$ cat src/rtl/gpc_pkg.sv
// shared constants for the gpio pin configuration block
package gpc_pkg;
  // =======================================================
  // sizes
  localparam int NUM_PINS  = 10;
  localparam int NUM_EXT   = 3;
  localparam int NUM_SPI   = 4;
  localparam int NUM_CLKS  = 4;
  localparam int ADDR_W    = 8;
  localparam int DATA_W    = 8;

  // =======================================================
  // register offsets
  localparam logic [7:0] OFS_DATA_LO        = 8'h00;
  localparam logic [7:0] OFS_DATA_HI        = 8'h01;
  localparam logic [7:0] OFS_OSC_IN_PIN_CFG      = 8'h05;
  localparam logic [7:0] OFS_OSC_OUT_PIN_CFG     = 8'h06;
  localparam logic [7:0] OFS_EXT_IRQ0_CFG   = 8'h07;
  localparam logic [7:0] OFS_EXT_IRQ1_CFG   = 8'h08;
  localparam logic [7:0] OFS_EXT_IRQ2_CFG   = 8'h09;
  localparam logic [7:0] OFS_CLOCK_IO_CTRL  = 8'h20;
  localparam logic [7:0] OFS_REGULATOR_CTRL = 8'h21;
  localparam logic [7:0] OFS_REG_PIN_CFG    = 8'h22;
  localparam logic [7:0] OFS_SPI_PIN0_CFG   = 8'h23;
  localparam logic [7:0] OFS_SPI_PIN3_CFG   = 8'h26;

  // =======================================================
  // pin indices
  localparam int PIN_OSC_IN  = 0;
  localparam int PIN_OSC_OUT = 1;
  localparam int PIN_EXT0    = 2;
  localparam int PIN_REG     = 5;
  localparam int PIN_SPI0    = 6;

  // =======================================================
  // pin configuration fields
  localparam int B_OE        = 0;
  localparam int B_PULLUP    = 1;
  localparam int B_OPEN_DRN  = 2;
  localparam int B_HIGH_SINK = 3;
  localparam int B_TTL       = 4;
  localparam int B_LOW_VOLT  = 4;
  localparam int B_ACT_LOW   = 5;
  localparam int B_IRQ_EN    = 6;
  localparam int B_CLK_OUT   = 7;
  localparam int B_SPI_USE   = 7;

  // clock_io_control and regulator_control fields
  localparam int B_CLK_SEL_LO   = 0;
  localparam int B_CRYSTAL_ON   = 7;
  localparam int B_REGULATOR_ON = 0;
  localparam int B_REG_CLAIM    = 1;

  // =======================================================
  // reset values and writable masks
  localparam logic [7:0] CFG_RESET        = 8'h00;
  localparam logic [7:0] MASK_OSC_IN_PIN_CFG   = 8'h7f;
  localparam logic [7:0] MASK_OSC_OUT_PIN_CFG  = 8'hff;
  localparam logic [7:0] MASK_EXT_CFG     = 8'h77;
  localparam logic [7:0] MASK_REG_CFG     = 8'h77;
  localparam logic [7:0] MASK_SPI_CFG     = 8'hff;
  localparam logic [7:0] MASK_CLOCK_IO    = 8'h83;
  localparam logic [7:0] MASK_REGULATOR   = 8'h03;
  localparam logic [9:0] SHARED_IRQ_PINS  = 10'h3e3;
endpackage

$ cat src/rtl/gpc_pin_config.sv
// gpio pin configuration registers, pin drive and pin interrupts
//
// How it works
// - interrupt-allow bit gates pin interrupts, any direction
// - edge triggered; shared line waits all inactive
// - driven output level can raise its interrupt
// - polarity bit set means falling edge
// - threshold bit selects ttl, else cmos
// - strong-sink bit selects higher sink current
// - open drain: one floats, zero pulls low
// - push-pull drives both levels from data
// - pull-up bit connects pull-up resistor
// - output-enable bit switches driver, unless overridden
// - crystal on: oscillator pins ignore config, undriven
// - regulator/serial pins: gpio enable needs select clear
// - serial block owns enable of its pins
// - low-volt bit sources high from regulator
// - clock-out bit drives selected clock onto pin
// - three dedicated pins give separate edge interrupts
// - dedicated pin as output self-triggers via data
// - data write sets drive, read returns pins
//
// Decided for this implementation: the address-and-strobe port.
`timescale 1ns/100ps
module gpc_pin_config
  import gpc_pkg::*;
#(
  parameter int NPINS = gpc_pkg::NUM_PINS
) (
  input  wire logic                          clk,
  input  wire logic                          rst,
  input  wire logic [gpc_pkg::ADDR_W-1:0]    reg_addr,
  input  wire logic [gpc_pkg::DATA_W-1:0]    reg_wdata,
  input  wire logic                          reg_write,
  input  wire logic                          reg_read,
  output logic      [gpc_pkg::DATA_W-1:0]    reg_rdata,
  input  wire logic [gpc_pkg::NUM_PINS-1:0]  pin_in,
  output logic      [gpc_pkg::NUM_PINS-1:0]  pin_out,
  output logic      [gpc_pkg::NUM_PINS-1:0]  pin_oe,
  output logic      [gpc_pkg::NUM_PINS-1:0]  pin_pullup,
  output logic      [gpc_pkg::NUM_PINS-1:0]  pin_ttl,
  output logic      [gpc_pkg::NUM_PINS-1:0]  pin_high_sink,
  output logic      [gpc_pkg::NUM_SPI-1:0]   spi_low_volt,
  input  wire logic [gpc_pkg::NUM_SPI-1:0]   spi_out,
  input  wire logic [gpc_pkg::NUM_SPI-1:0]   spi_oe,
  input  wire logic [gpc_pkg::NUM_CLKS-1:0]  clk_src,
  output logic                               crystal_osc_on,
  output logic                               regulator_on,
  output logic                               regulator_pin_claim,
  output logic      [gpc_pkg::NUM_EXT-1:0]   ext_irq,
  output logic                               gpio_irq
);
  import gpc_pkg::*;

  // =======================================================
  // register state
  logic [7:0]       cfg_reg [NPINS];
  logic [NPINS-1:0] data_reg;
  logic [7:0]       clock_io_reg;
  logic [7:0]       regulator_reg;
  logic [7:0]       rdata_reg;
  logic [NPINS-1:0] out_reg;
  logic [NPINS-1:0] oe_reg;
  logic [NPINS-1:0] pullup_reg;
  logic [NPINS-1:0] ttl_reg;
  logic [NPINS-1:0] sink_reg;
  logic [NUM_SPI-1:0] low_volt_reg;
  logic [NUM_EXT-1:0] ext_irq_reg;
  logic             shared_d_reg;
  logic             shared_irq_reg;

  // =======================================================
  // address decode
  wire wr_data_lo = reg_write & (reg_addr == OFS_DATA_LO);
  wire wr_data_hi = reg_write & (reg_addr == OFS_DATA_HI);
  wire wr_clk_io  = reg_write & (reg_addr == OFS_CLOCK_IO_CTRL);
  wire wr_regctl  = reg_write & (reg_addr == OFS_REGULATOR_CTRL);

  wire in_low_cfg  = (reg_addr >= OFS_OSC_IN_PIN_CFG) && (reg_addr <= OFS_EXT_IRQ2_CFG);
  wire in_high_cfg = (reg_addr >= OFS_REG_PIN_CFG) && (reg_addr <= OFS_SPI_PIN3_CFG);
  wire cfg_hit     = in_low_cfg | in_high_cfg;
  wire [7:0] low_idx  = reg_addr - OFS_OSC_IN_PIN_CFG;
  wire [7:0] high_idx = (reg_addr - OFS_REG_PIN_CFG) + 8'(PIN_REG);
  wire [7:0] cfg_idx  = in_low_cfg ? low_idx : high_idx;

  // per-pin writable masks, reserved bits stay zero
  function automatic logic [7:0] cfg_mask(input int idx);
    if (idx == PIN_OSC_IN)       cfg_mask = MASK_OSC_IN_PIN_CFG;
    else if (idx == PIN_OSC_OUT) cfg_mask = MASK_OSC_OUT_PIN_CFG;
    else if (idx < PIN_REG)      cfg_mask = MASK_EXT_CFG;
    else if (idx == PIN_REG)     cfg_mask = MASK_REG_CFG;
    else                         cfg_mask = MASK_SPI_CFG;
  endfunction

  // =======================================================
  // pin sensing
  logic [NPINS-1:0] level;
  logic [NPINS-1:0] active;
  logic [NPINS-1:0] edge_pulse;
  logic [NPINS-1:0] sense_en;

  wire       crystal_on = clock_io_reg[B_CRYSTAL_ON];
  wire       reg_claim  = regulator_reg[B_REG_CLAIM];
  wire [1:0] clk_sel    = clock_io_reg[B_CLK_SEL_LO +: 2];

  genvar gi;
  generate
    for (gi = 0; gi < NPINS; gi++) begin : g_pin
      // oscillator pins lose gpio function while the crystal runs
      if (gi == PIN_OSC_IN || gi == PIN_OSC_OUT) begin : g_osc
        assign sense_en[gi] = cfg_reg[gi][B_IRQ_EN] & ~crystal_on;
      end else begin : g_norm
        assign sense_en[gi] = cfg_reg[gi][B_IRQ_EN];
      end
      gpc_pin_sense u_sense (
        .clk        (clk),
        .rst        (rst),
        .pin_raw    (pin_in[gi]),
        .act_low    (cfg_reg[gi][B_ACT_LOW]),
        .irq_en     (sense_en[gi]),
        .level      (level[gi]),
        .active     (active[gi]),
        .edge_pulse (edge_pulse[gi])
      );
    end
  endgenerate

  // shared line fires only when the first source goes active
  wire shared_active = |(active & SHARED_IRQ_PINS[NPINS-1:0]);

  // =======================================================
  // pin drive decision
  logic [NPINS-1:0] gpio_oe;
  logic [NPINS-1:0] next_out;
  logic [NPINS-1:0] next_oe;
  logic [NPINS-1:0] next_pull;
  logic [NPINS-1:0] next_ttl;
  logic [NPINS-1:0] next_sink;
  wire  clk_pick = clk_src[clk_sel];

  // override conditions, later ones win inside the drive loop
  logic [NPINS-1:0] spi_claim;
  logic [NPINS-1:0] reg_claimed;
  logic [NPINS-1:0] clk_drive;
  logic [NPINS-1:0] osc_owned;
  generate
    for (gi = 0; gi < NPINS; gi++) begin : g_ovr
      if (gi >= PIN_SPI0) begin : g_spi
        assign spi_claim[gi] = cfg_reg[gi][B_SPI_USE];
      end else begin : g_gpio
        assign spi_claim[gi] = 1'b0;
      end
      assign reg_claimed[gi] = (gi == PIN_REG) && reg_claim;
      assign clk_drive[gi]   = (gi == PIN_OSC_OUT) && cfg_reg[gi][B_CLK_OUT];
      // crystal has the last word, it must never see a driver
      assign osc_owned[gi]   = (gi == PIN_OSC_IN || gi == PIN_OSC_OUT) && crystal_on;
    end
  endgenerate

  always_comb begin
    for (int i = 0; i < NPINS; i++) begin
      gpio_oe[i]   = cfg_reg[i][B_OE];
      next_pull[i] = cfg_reg[i][B_PULLUP];
      next_sink[i] = cfg_reg[i][B_HIGH_SINK];
      next_ttl[i]  = cfg_reg[i][B_TTL];
      if (cfg_reg[i][B_OPEN_DRN]) begin
        next_out[i] = 1'b0;
        next_oe[i]  = gpio_oe[i] & ~data_reg[i];
      end else begin
        next_out[i] = data_reg[i];
        next_oe[i]  = gpio_oe[i];
      end
      if (i >= PIN_SPI0) begin
        // low-volt bit shares position with the threshold bit here
        next_ttl[i] = 1'b0;
        if (spi_claim[i]) begin
          next_out[i] = spi_out[i-PIN_SPI0];
          next_oe[i]  = spi_oe[i-PIN_SPI0];
        end
      end
      if (reg_claimed[i]) begin
        next_out[i] = 1'b0;
        next_oe[i]  = 1'b0;
      end
      if (clk_drive[i]) begin
        next_out[i] = clk_pick;
        next_oe[i]  = 1'b1;
      end
      if (osc_owned[i]) begin
        next_out[i]  = 1'b0;
        next_oe[i]   = 1'b0;
        next_pull[i] = 1'b0;
        next_ttl[i]  = 1'b0;
        next_sink[i] = 1'b0;
      end
    end
  end

  // =======================================================
  // read mux, pins read back as synchronised levels
  logic [15:0] level_wide;
  assign level_wide = 16'(level);
  // indices past the last pin read as zero, not as unknown
  wire       idx_ok  = cfg_idx < 8'(NPINS);
  wire [7:0] cfg_rd  = idx_ok ? cfg_reg[cfg_idx[3:0]] : 8'h00;
  wire       sel_lo  = reg_addr == OFS_DATA_LO;
  wire       sel_hi  = reg_addr == OFS_DATA_HI;
  wire       sel_cio = reg_addr == OFS_CLOCK_IO_CTRL;
  wire       sel_reg = reg_addr == OFS_REGULATOR_CTRL;
  wire       cfg_wr  = reg_write & cfg_hit;
  wire [7:0] rd_mux =
    sel_lo  ? level_wide[7:0] :
    sel_hi  ? level_wide[15:8] :
    sel_cio ? clock_io_reg :
    sel_reg ? regulator_reg :
    cfg_hit ? cfg_rd : 8'h00;

  logic [15:0] data_wide;
  assign data_wide = 16'(data_reg);
  wire [15:0] data_next = {wr_data_hi ? reg_wdata : data_wide[15:8],
                           wr_data_lo ? reg_wdata : data_wide[7:0]};

  // =======================================================
  // register writes
  // configuration bytes, reserved bits forced to zero on write
  always_ff @(posedge clk) begin
    if (rst) begin
      for (int i = 0; i < NPINS; i++) begin
        cfg_reg[i] <= CFG_RESET;
      end
    end else begin
      for (int i = 0; i < NPINS; i++) begin
        if (cfg_wr && (int'(cfg_idx) == i)) begin
          cfg_reg[i] <= reg_wdata & cfg_mask(i);
        end
      end
    end
  end

  // port data, read back separately as pin levels
  always_ff @(posedge clk) begin
    if (rst) begin
      data_reg <= '0;
    end else begin
      data_reg <= data_next[NPINS-1:0];
    end
  end

  always_ff @(posedge clk) begin
    if (rst) begin
      clock_io_reg <= CFG_RESET;
    end else if (wr_clk_io) begin
      clock_io_reg <= reg_wdata & MASK_CLOCK_IO;
    end
  end

  // claim and enable are separate bits on purpose
  always_ff @(posedge clk) begin
    if (rst) begin
      regulator_reg <= CFG_RESET;
    end else if (wr_regctl) begin
      regulator_reg <= reg_wdata & MASK_REGULATOR;
    end
  end

  // read data stands one cycle only, zero otherwise
  always_ff @(posedge clk) begin
    if (rst) begin
      rdata_reg <= 8'h00;
    end else begin
      rdata_reg <= reg_read ? rd_mux : 8'h00;
    end
  end

  // =======================================================
  // registered outputs
  // pin drive, one cycle behind the configuration
  always_ff @(posedge clk) begin
    if (rst) begin
      out_reg <= '0;
      oe_reg  <= '0;
    end else begin
      out_reg <= next_out;
      oe_reg  <= next_oe;
    end
  end

  // pad controls
  always_ff @(posedge clk) begin
    if (rst) begin
      pullup_reg <= '0;
      ttl_reg    <= '0;
      sink_reg   <= '0;
    end else begin
      pullup_reg <= next_pull;
      ttl_reg    <= next_ttl;
      sink_reg   <= next_sink;
    end
  end

  always_ff @(posedge clk) begin
    if (rst) begin
      low_volt_reg <= '0;
    end else begin
      for (int s = 0; s < NUM_SPI; s++) begin
        low_volt_reg[s] <= cfg_reg[PIN_SPI0+s][B_LOW_VOLT];
      end
    end
  end

  // dedicated lines go straight to the interrupt controller
  always_ff @(posedge clk) begin
    if (rst) begin
      ext_irq_reg <= '0;
    end else begin
      ext_irq_reg <= edge_pulse[PIN_EXT0 +: NUM_EXT];
    end
  end

  // shared line: an edge while another source is active is lost
  always_ff @(posedge clk) begin
    if (rst) begin
      shared_d_reg   <= 1'b0;
      shared_irq_reg <= 1'b0;
    end else begin
      shared_d_reg   <= shared_active;
      shared_irq_reg <= shared_active & ~shared_d_reg;
    end
  end

  assign reg_rdata           = rdata_reg;
  assign pin_out             = out_reg;
  assign pin_oe              = oe_reg;
  assign pin_pullup          = pullup_reg;
  assign pin_ttl             = ttl_reg;
  assign pin_high_sink       = sink_reg;
  assign spi_low_volt        = low_volt_reg;
  assign crystal_osc_on      = clock_io_reg[B_CRYSTAL_ON];
  assign regulator_on        = regulator_reg[B_REGULATOR_ON];
  assign regulator_pin_claim = regulator_reg[B_REG_CLAIM];
  assign ext_irq             = ext_irq_reg;
  assign gpio_irq            = shared_irq_reg;
endmodule

$ cat src/rtl/gpc_pin_sense.sv
// one pin: input synchroniser, active-level and edge detection
`timescale 1ns/100ps
module gpc_pin_sense (
  input  wire logic clk,
  input  wire logic rst,
  input  wire logic pin_raw,
  input  wire logic act_low,
  input  wire logic irq_en,
  output logic      level,
  output logic      active,
  output logic      edge_pulse
);
  logic sync1_reg;
  logic sync2_reg;
  logic active_d_reg;
  logic edge_reg;
  wire  active_now = irq_en & (sync2_reg ^ act_low);

  // =======================================================
  // synchroniser and edge detector
  always_ff @(posedge clk) begin
    if (rst) begin
      sync1_reg    <= 1'b0;
      sync2_reg    <= 1'b0;
      active_d_reg <= 1'b0;
      edge_reg     <= 1'b0;
    end else begin
      sync1_reg    <= pin_raw;
      sync2_reg    <= sync1_reg;
      active_d_reg <= active_now;
      edge_reg     <= active_now & ~active_d_reg;
    end
  end

  assign level      = sync2_reg;
  assign active     = active_now;
  assign edge_pulse = edge_reg;
endmodule

$ cat config.mk
export PLATFORM = sky130hd
export DESIGN_NAME = gpc_pin_config
export DESIGN_NICKNAME = d
export VERILOG_FILES = /design/src/rtl/gpc_pkg.sv /design/src/rtl/gpc_pin_config.sv /design/src/rtl/gpc_pin_sense.sv
export SDC_FILE = /design/constraint.sdc
export NUM_CORES = 1
export LEC_CHECK = 0
export BUFFER_PORTS_ARGS = -buffer_cell sky130_fd_sc_hd__buf_2
export CAP_MARGIN = 5
export CORE_ASPECT_RATIO = 2
export CORE_UTILIZATION = 55
export DETAILED_ROUTE_END_ITERATION = 16
export PLACE_DENSITY_LB_ADDON = 0.1
export SETUP_SLACK_MARGIN = 0.4
export SLEW_MARGIN = 20
export SYNTH_ARGS = -nofsm -noshare
export SYNTH_HDL_FRONTEND = slang
export SYNTH_SLANG_ARGS = --single-unit
$ cat constraint.sdc
create_clock -name clk -period 4.1 [get_ports clk]
set_clock_uncertainty 0.1 [all_clocks]
set_input_delay 0.41 -clock clk [delete_from_list [all_inputs] [get_ports clk]]
set_output_delay 0.41 -clock clk [all_outputs]
set_load 0.05 [all_outputs]
==> results of run 1 <==
synth_stat cells, types with 2 or more instances:
library cell / count / area share (%)
clkbuf_8: 6 / 1.2
nor2_2: 6 / 0.53
buf_1: 2 / 0.11
o21bai_1: 10 / 1.1
and3_2: 2 / 0.21
mux4_2: 11 / 3.5
edfxtp_1: 71 / 30
or3b_1: 2 / 0.25
buf_6: 6 / 0.95
nor3_1: 49 / 3.4
a32oi_1: 4 / 0.49
mux4_1: 5 / 1.8
xnor2_1: 4 / 0.49
o21ai_0: 6 / 0.42
nand2_1: 52 / 2.7
xor2_1: 7 / 0.86
and2_1: 7 / 0.61
nor2_1: 48 / 2.5
a22oi_1: 2 / 0.21
nand4_1: 7 / 0.61
nor2b_1: 46 / 4.0
or3_1: 2 / 0.18
dfxtp_1: 100 / 28
buf_2: 6 / 0.42
clkbuf_1: 21 / 1.1
nor3b_1: 11 / 1.2
a21oi_1: 29 / 2.0
nor4b_1: 2 / 0.25
nand3_1: 15 / 1.1
buf_4: 8 / 0.84
a221oi_1: 4 / 0.49
nand2b_1: 4 / 0.35
o2111ai_1: 2 / 0.25
ha_1: 4 / 0.70
a211oi_1: 5 / 0.53
inv_1: 9 / 0.47
mux2i_1: 19 / 2.7
per-layer routing:
metal,track usage [%],vias up,share of wire [%]
met2,54.40,255,54
met4,19.28,0,5.4
met3,5.028,56,6.8
li1,-,2363,-
met5,0,-,0
met1,35.67,2490,34
power groups by stage:
stage | combinational (W) | clock (W) | sequential [W]
floorplan | 0.000220 | 0 | 0.00199
global placement | 0.000406 | 0 | 0.00193
detailed placement | 0.000410 | 0 | 0.00193
CTS | 0.000412 | 0.00160 | 0.00189
global route | 0.000436 | 0.00165 | 0.00190
finish | 0.000414 | 0.00159 | 0.00189
worst paths after layout:
kind                                      start                     endpoint  slack [ps]  depth (start not counted)
setup / recovery                    reg_addr[0]                cfg_reg[4][2]         770                         10
hold / removal                        pin_in[8]   g_pin[8].u_sense.sync1_reg          80                          2
setup reg to reg                  cfg_reg[6][0]                 reg_rdata[0]        1970                          4
hold reg to reg   g_pin[2].u_sense.active_d_reg  g_pin[2].u_sense.edge_pulse         280                          1
logic make-up after synthesis:
| kind of cell | count (synthesis) |
|---|---|
| other | 1 |
| flip-flops | 171 |
| AND/OR/NAND/NOR | 263 |
| multiplexers | 35 |
| buffers and inverters | 60 |
| AO/OA/AOI/OAI | 73 |
| adder cells (fa/ha/maj) | 4 |
| XOR/XNOR | 13 |
worst reg2reg max path, delay by kind of cell (launching register included):
family	cells	cell delay, ps
multiplexers	2	1180
flip-flops	1	470
AO/OA/AOI/OAI	2	240
through the flow:
step | power (W) | instance area, sq um | worst slack, ps | utilization [%] | hold WS, ps
after global placement | 0.002331 | 7622 | 397.5 | 60.36 | 272.6
final | 0.003895 | 8208 | 774.0 | 65.00 | 75.22
after detailed placement | 0.002336 | 7622 | 386.1 | 60.36 | 271.1
after global routing | 0.003986 | 8208 | 592.4 | 65.00 | 76.82
after floorplan | 0.002206 | 7171 | 796.2 | - | 267.4
after CTS | 0.003899 | 8208 | 836.9 | 65.00 | 73.48
final cells by class:
cell class / count / share of cell area (%)
Clock inverter: 14 / 1.905
Sequential cell: 171 / 50.37
Timing Repair Buffer: 114 / 7.317
Inverter: 10 / 0.4573
Multi-Input combinational cell: 396 / 32.44
Clock buffer: 18 / 5.229
Tap cell: 150 / 2.287
==> results.md, run 1 <==
* Status: finished clean
* H-tree Lvls at 4
* Sequential share of power at 48.5%
* Post-synthesis cell area at 0.007144 sq mm
* CP endpoint kind: flop
* Clock Latency Late Sink at 440 ps
* Design internal power at 0.002787 W
* Vias/cell at 5.915
* CTS tree: yes
* Synthesized area per cell at 11.52 sq um
* Post-synth EDFFs at 71
* Die Area at 0.01348 sq mm
* Final #Nets at 756
* Fraction of layout cells with a size suffix above 1 at 24.48%
* Clock slew at reported path FFs at 80 ps
* Synth-to-layout area growth at 14.89%
* Largest net degree at the start of global routing at 38
* Hold Violations, Final at 0
* Sw power at 0.001108 W
* Hpwl dp at 14.76 mm
* Crit path max-delay family: compound AO/OA/AOI/OAI gates
* GR Util All Layers at 31.69%
* Slew headroom at 32.73%
* DR pass1 iterations at 5
* Placer's final routability congestion estimate at 0.9636
* Crit-path slowest cell: o21bai_1
* Routed wire per std cell at 22.87 um
* Post-route DRC at 0
* Clock Root Buffer: clkbuf_16
* Gr ovfl total at 0
* Worst path most repeated cell: buf_4
* Commonest non-fill, non-tap cell in the layout: buf_2
* FMAX at 0.3007 GHz
* Sw frac at 28.44%
* Tcrit/Tclk final at 81.12%
* Largest family of logic cells by synthesized area: simple AND/OR/NAND/NOR gates
* Top FF cell, synth: dfxtp_1
* Reg area at 0.004134 sq mm
* IO buf count at 102
* Post_cts resized at 0
* Max-capacitance violation count at 0
* Detailed Route WL at 19.97 mm
* Max clock buf depth at 2
* CP Class: primary input to flop
* Chain of cells forming the critical path: buf_2, buf_4, ha_1, buf_4, and4b_1, a32oi_1, nand2_1, o32ai_2, nand3_2, o21bai_1
* Fillers at 1026
* Clock group share of total power at 40.9%
* Initial Utilization at 56.58%
* Critical Path AT at 3280 ps
* Asr flop ratio synth at 0%
* Slowest cell delay on critical path at 950 ps
* Type of the most critical hold path: primary input to flop
* Die height at 163.2 um
* Post-synthesis compound-gate area fraction at 6.988%
* Combinational Power Share at 10.6%
* Vias at 5164
* XOR/XNOR Fraction of Synth Area at 1.804%
* Detail Route Antenna Nets at 0
* Power per Cell Area at 474.5 mW/mm^2
* Inserted Clock Buffers at 17
* CP startpoint kind: primary input
* Minimum clock period at 3326 ps
* Total clock sinks at 171
* Sequential fraction of the synthesis area at 57.86%
* RSZ-0062 raised after global routing: no
* Highest-count cells in the layout ignoring fill and taps: 102 x buf_2, 100 x dfxtp_1, 71 x edfxtp_1
* Setup Fix Bufs, Post-CTS at 0
* Core footprint at 0.01263 sq mm
* Initial antenna violation count at 0
* Multi-input gate area at 0.002663 sq mm
* Io pins at 111
* Worst path required time at 4050 ps
* Slew Viols, Final at 0
* Syn Inst Count at 620
* Max reg flops at 71
* Inst Count DP at 841
* Finished Layout Cells at 873
* Adder-cell area share of the yosys netlist at 0.7005%
* Die width at 82.59 um
* Vias in the first global route at 5178
* Warnings from Yosys at 0
* Mux contribution to synthesized area at 7.968%
* ANT cells at 0
* Simple-Gate Fraction of Synth Area at 19.39%
* Synth cell types at 63
* Count of state elements after synthesis at 171
* Tightest Pin Transition at 1007 ps
* CTS Hold Bufs at 0
* Starting DRT DRC Count at 468
* Crit path max fanout at 18
* Final setup violation count at 0
* First-pass GRT wire length at 29.55 mm
* # rows at 58
* TNS Setup at 0 ps
* P_leak at 3.202 nW
* Worst vdd ir at 0.4078 mV
* Buf/Inv on CP at 3
No activity file was read; power rests on OpenSTA's default activity.
==> inputs of run 2 (changes only) <==
==> constraint.sdc (replaced) <==
create_clock -name clk -period 3.1 [get_ports clk]
set_clock_uncertainty 0.1 [all_clocks]
set_input_delay 0.31 -clock clk [delete_from_list [all_inputs] [get_ports clk]]
set_output_delay 0.31 -clock clk [all_outputs]
set_load 0.05 [all_outputs]
==> run 2 against run 1 <==
Compared with the run above: the flow now finishes with violations (negative hold slack); highest routed layer unchanged; flip-flop and latch count stayed put; register-to-register slack worse by 900 ps; clock power is 34% higher; combinational power is 38% higher; wire length is 4.2% lower.
==> results.md, run 2 (same netlist as run 1, synthesis figures left out) <==
* H-tree Lvls at 4 (unchanged)
* Core footprint at 0.01263 sq mm (unchanged)
* Synth-to-layout area growth at 18.13% (was 14.89%)
* Die Area at 0.01348 sq mm (unchanged)
* CP startpoint kind: primary input (unchanged)
* Clock slew at reported path FFs at 70 ps (was 80 ps)
* Max clock buf depth at 2 (unchanged)
* Power per Cell Area at 615.3 mW/mm^2 (was 474.5 mW/mm^2)
* Vias/cell at 5.917 (was 5.915)
* Setup WS post-layout at 603.6 ps (was 774.0 ps)
* Die height at 163.2 um (unchanged)
* Crit-path slowest cell: nand4_1 (was o21bai_1)
* GR Util All Layers at 30.37% (was 31.69%)
* Critical Path AT at 2490 ps (was 3280 ps)
* Gr ovfl total at 0 (unchanged)
* Fraction of layout cells with a size suffix above 1 at 26.83% (was 24.48%)
* Final #Nets at 771 (was 756)
* Starting DRT DRC Count at 389 (was 468)
* Worst vdd ir at 0.4905 mV (was 0.4078 mV)
* Initial antenna violation count at 0 (unchanged)
* Crit path max-delay family: compound AO/OA/AOI/OAI gates (unchanged)
* Vias in the first global route at 5099 (was 5178)
* Inserted Clock Buffers at 17 (unchanged)
* Routed wire per std cell at 21.55 um (was 22.87 um)
* Hpwl dp at 13.75 mm (was 14.76 mm)
* Slowest cell delay on critical path at 320 ps (was 950 ps)
* Clock Latency Late Sink at 430 ps (was 440 ps)
* Vias at 5254 (was 5164)
* Tightest Pin Transition at 731.6 ps (was 1007 ps)
* Post-route DRC at 0 (unchanged)
* P_leak at 3.317 nW (was 3.202 nW)
* Highest-count cells in the layout ignoring fill and taps: 102 x buf_2, 100 x dfxtp_1, 71 x edfxtp_1 (unchanged)
* Status: finished with violations (was finished clean)
* Buf/Inv on CP at 3 (unchanged)
* Die width at 82.59 um (unchanged)
* Slew Viols, Final at 0 (unchanged)
* WP depth at 10 (unchanged)
* Clock Root Buffer: clkbuf_16 (unchanged)
* # rows at 58 (unchanged)
* DR pass1 iterations at 7 (was 5)
* Setup Fix Bufs, Post-CTS at 0 (unchanged)
* Final hold slack at -3.593 ps (was 75.22 ps)
* FMAX at 0.4006 GHz
* Total design power at 0.005192 W (was 0.003895 W)
* Detailed Route WL at 19.14 mm (was 19.97 mm)
* Largest net degree at the start of global routing at 41 (was 38)
* CP Class: primary input to flop (unchanged)
* Chain of cells forming the critical path: buf_2, clkinv_8, ha_4, and2b_2, o22ai_2, o311ai_1, a21boi_1, nand4_1, buf_4, o21bai_2 (was buf_2, buf_4, ha_1, buf_4, and4b_1, a32oi_1, nand2_1, o32ai_2, nand3_2, o21bai_1)
* First-pass GRT wire length at 28.61 mm (was 29.55 mm)
* Final setup violation count at 0 (unchanged)
* Crit path max fanout at 8 (was 18)
* Worst path required time at 3100 ps (was 4050 ps)
* Tcrit/Tclk final at 80.53%
* Register-to-Register Path Depth at 4 (unchanged)
* Hold Violations, Final at 2 (was 0)
* Commonest non-fill, non-tap cell in the layout: buf_2 (unchanged)
* Max-capacitance violation count at 0 (unchanged)
* Failing checks: negative hold slack
* TNS Setup at 0 ps (unchanged)
* CP endpoint kind: flop (unchanged)
* Max reg flops at 71 (unchanged)
* Minimum clock period at 2496 ps
* IO buf count at 102 (unchanged)
* Pre-CTS WS at 188.0 ps (was 386.1 ps)
* Detail Route Antenna Nets at 0 (unchanged)
* Io pins at 111 (unchanged)
* Slew headroom at 51.23% (was 32.73%)
* CTS tree: yes (unchanged)
* Type of the most critical hold path: primary input to flop (unchanged)
* Placer's final routability congestion estimate at 0.9361 (was 0.9636)
* RSZ-0062 raised after global routing: no (unchanged)
* ANT cells at 0 (unchanged)
* Hold path depth at 2 (unchanged)
* Total clock sinks at 171 (unchanged)
* Initial Utilization at 56.58% (unchanged)
## run 2: final cells by class
| type | instances | area [sq um] |
|---|---|---|
| Clock inverter | 11 | 91.34 |
| Clock buffer | 21 | 504.2 |
| Sequential cell | 171 | 4134 |
| Multi-Input combinational cell | 396 | 2741 |
| Tap cell | 150 | 187.7 |
| Inverter | 10 | 50.05 |
| Fill cell | 983 | 4188 |
| Timing Repair Buffer | 129 | 730.7 |
## run 2: repair_timing
| action | in CTS | in global routing |
|---|---|---|
| resized for setup | 0 | 0 |
| hold buffers | 7 | 0 |
| endpoints found under the hold margin | 7 | 0 |
## run 2: report_power, final
part | internal (W) | leakage, nW | switching [W]
registers | 0.00244 | 1.50 | 0.0000586
clock network | 0.00119 | 0.295 | 0.000934
logic | 0.000191 | 1.53 | 0.000381
## run 2: through the flow
step	instance area, sq um	std cells	utilization (%)
global route	8439	888	66.84
finish	8439	888	66.84
global placement	7774	849	61.56
detailed placement	7774	849	61.56
CTS	8439	888	66.84
floorplan	7273	627	-
## run 2: path summary, 6_finish.rpt
check / from / endpoint / slack [ps]
worst max-delay path: reg_addr[0] / cfg_reg[3][2] / 600
worst min-delay path: pin_in[8] / g_pin[8].u_sense.sync1_reg / -4
worst max register to register: cfg_reg[5][1] / reg_rdata[1] / 1070
worst min register to register: shared_d_reg / gpio_irq / 290
## run 2: layer usage
| metal | track usage, % | wire [um] | up-vias |
|---|---|---|---|
| li1 | - | - | 2397 |
| met1 | 33.15 | 6712 | 2533 |
| met2 | 50.34 | 9875 | 245 |
| met3 | 5.642 | 1027 | 79 |
| met4 | 23.28 | 1520 | 0 |
| met5 | 0 | 0 | - |
==> inputs of run 3 (changes only) <==
==> constraint.sdc (replaced) <==
create_clock -name clk -period 2.6 [get_ports clk]
set_clock_uncertainty 0.1 [all_clocks]
set_input_delay 0.26 -clock clk [delete_from_list [all_inputs] [get_ports clk]]
set_output_delay 0.26 -clock clk [all_outputs]
set_load 0.05 [all_outputs]
==> run 3 against run 2 <==
Compared with the run above: the run now ends clean; setup slack worse by 180 ps; flip-flop and latch count unchanged; first-iteration DRC count up 14%; non-clock buffer count up 41; critical path type unchanged.
==> results.md, run 3 (same netlist as run 1, synthesis figures left out) <==
* Status: finished clean (was finished with violations)
* Die height at 163.2 um (unchanged)
* Fraction of layout cells with a size suffix above 1 at 33.25% (was 26.83%)
* Inserted Clock Buffers at 17 (unchanged)
* IO buf count at 102 (unchanged)
* CP startpoint kind: primary input (unchanged)
* Initial antenna violation count at 0 (unchanged)
* Clock Root Buffer: clkbuf_16 (unchanged)
* Post-route DRC at 0 (unchanged)
* H-tree Lvls at 4 (unchanged)
* Worst path required time at 2800 ps (was 3100 ps)
* TNS Setup at 0 ps (unchanged)
* Slew Viols, Final at 0 (unchanged)
* Detailed Route WL at 20.59 mm (was 19.14 mm)
* Final #Nets at 812 (was 771)
* GR Util All Layers at 32.95% (was 30.37%)
* Final hold slack at 24.94 ps (was -3.593 ps)
* CP Class: primary input to flop (unchanged)
* Worst vdd ir at 0.5161 mV (was 0.4905 mV)
* CP endpoint kind: flop (unchanged)
* Commonest non-fill, non-tap cell in the layout: buf_2 (unchanged)
* Largest net degree at the start of global routing at 33 (was 41)
* Tightest Pin Transition at 634.8 ps (was 731.6 ps)
* DR pass1 iterations at 6 (was 7)
* Clock Latency Late Sink at 430 ps (about the same)
* CTS tree: yes (unchanged)
* Max clock buf depth at 2 (unchanged)
* Gr ovfl total at 0 (unchanged)
* Critical Path AT at 2380 ps (was 2490 ps)
* Crit path max fanout at 6 (was 8)
* Hpwl dp at 14.77 mm (was 13.75 mm)
* Tcrit/Tclk final at 83.63%
* Starting DRT DRC Count at 444 (was 389)
* Hold Violations, Final at 0 (was 2)
* Max reg flops at 71 (unchanged)
* Core footprint at 0.01263 sq mm (unchanged)
* Max-capacitance violation count at 0 (unchanged)
* Routed wire per std cell at 22.16 um (was 21.55 um)
* First-pass GRT wire length at 31.39 mm (was 28.61 mm)
* Initial Utilization at 56.58% (unchanged)
* Total clock sinks at 171 (unchanged)
* Setup WS post-layout at 425.5 ps (was 603.6 ps)
* Io pins at 111 (unchanged)
* Slew headroom at 57.68% (was 51.23%)
* Pre-CTS WS at -257.3 ps (was 188.0 ps)
* Power per Cell Area at 687.4 mW/mm^2 (was 615.3 mW/mm^2)
* Vias/cell at 5.947 (was 5.917)
* Placer's final routability congestion estimate at 0.9347 (was 0.9361)
* Highest-count cells in the layout ignoring fill and taps: 101 x buf_2, 100 x dfxtp_1, 71 x edfxtp_1 (was 102 x buf_2, 100 x dfxtp_1, 71 x edfxtp_1)
* Vias at 5525 (was 5254)
* Clock slew at reported path FFs at 70 ps (about the same)
* # rows at 58 (unchanged)
* FMAX at 0.4599 GHz
* Detail Route Antenna Nets at 0 (unchanged)
* ANT cells at 0 (unchanged)
* Vias in the first global route at 5656 (was 5099)
* Synth-to-layout area growth at 26.09% (was 18.13%)
* Die Area at 0.01348 sq mm (unchanged)
* RSZ-0062 raised after global routing: yes (was no)
* Minimum clock period at 2175 ps
* Type of the most critical hold path: primary input to flop (unchanged)
* P_leak at 3.516 nW (was 3.317 nW)
* Final setup violation count at 0 (unchanged)
* Die width at 82.59 um (unchanged)
-- run 3: changes by cell type in the layout (fill, tap and decap cells not counted), sizes merged --
cell         change
buf             +30
dlygate4sd3     +11
clkbuf           -4
clkinv           +2
inv              +2
-- run 3: stage by stage --
stage | power, W | std cells | cell area (sq um) | utilization [%]
floorplan | 0.003501 | 627 | 7436 | -
global placement | 0.003722 | 877 | 8114 | 64.26
detailed placement | 0.003733 | 877 | 8114 | 64.26
CTS | 0.006183 | 928 | 8917 | 70.62
global route | 0.006363 | 929 | 9009 | 71.34
finish | 0.006192 | 929 | 9009 | 71.34
-- run 3: final cells by class --
| type | instances | area [sq um] |
|---|---|---|
| inverter | 10 | 50.05 |
| sequential | 171 | 4134 |
| clock buffer | 17 | 425.4 |
| timing repair buffer | 170 | 1121 |
| clock inverter | 15 | 148.9 |
| multi-input combinational | 396 | 2942 |
| fill | 946 | 3618 |
| tap | 150 | 187.7 |
-- run 3: worst paths after layout --
| check | endpoint | cells after the start | slack (ps) | startpoint |
|---|---|---|---|---|
| setup / recovery | reg_rdata[1] | 10 | 430 | reg_addr[0] |
| hold / removal | clock_io_reg[7] | 3 | 20 | reg_wdata[7] |
| setup reg to reg | reg_rdata[1] | 4 | 640 | cfg_reg[3][1] |
| hold reg to reg | g_pin[2].u_sense.edge_pulse | 1 | 280 | g_pin[2].u_sense.active_d_reg |
-- run 3: critical path, cell delays in order --
cell and delay (ps):
buf_6 120, clkinv_8 60, ha_4 180, buf_12 130
xnor2_4 180, buf_6 150, mux4_2 540, mux4_2 550
o2111ai_4 110, a221oi_2 90
-- run 3: power by group --
group | switching [W] | internal, W
combinational | 0.000479 | 0.000282
clock | 0.00118 | 0.00128
sequential | 0.0000705 | 0.00290
total | 0.00173 | 0.00446
-- run 3: repair_timing --
| action | in CTS | in global routing |
|---|---|---|
| pin swaps | 2 | 5 |
| resized for setup | 15 | 13 |
| endpoints found under the setup margin | 87 | 125 |
| setup buffers | 1 | 1 |
| hold buffers | 18 | 0 |
| endpoints found under the hold margin | 18 | 0 |
-- run 3: metal layers --
| layer | routed length (um) | part of all wire (%) | track usage (%) |
|---|---|---|---|
| met1 | 7237 | 35 | 36.28 |
| met2 | 10520 | 51 | 54.51 |
| met3 | 1353 | 6.6 | 7.598 |
| met4 | 1476 | 7.2 | 22.73 |
| met5 | 0 | 0 | 0 |
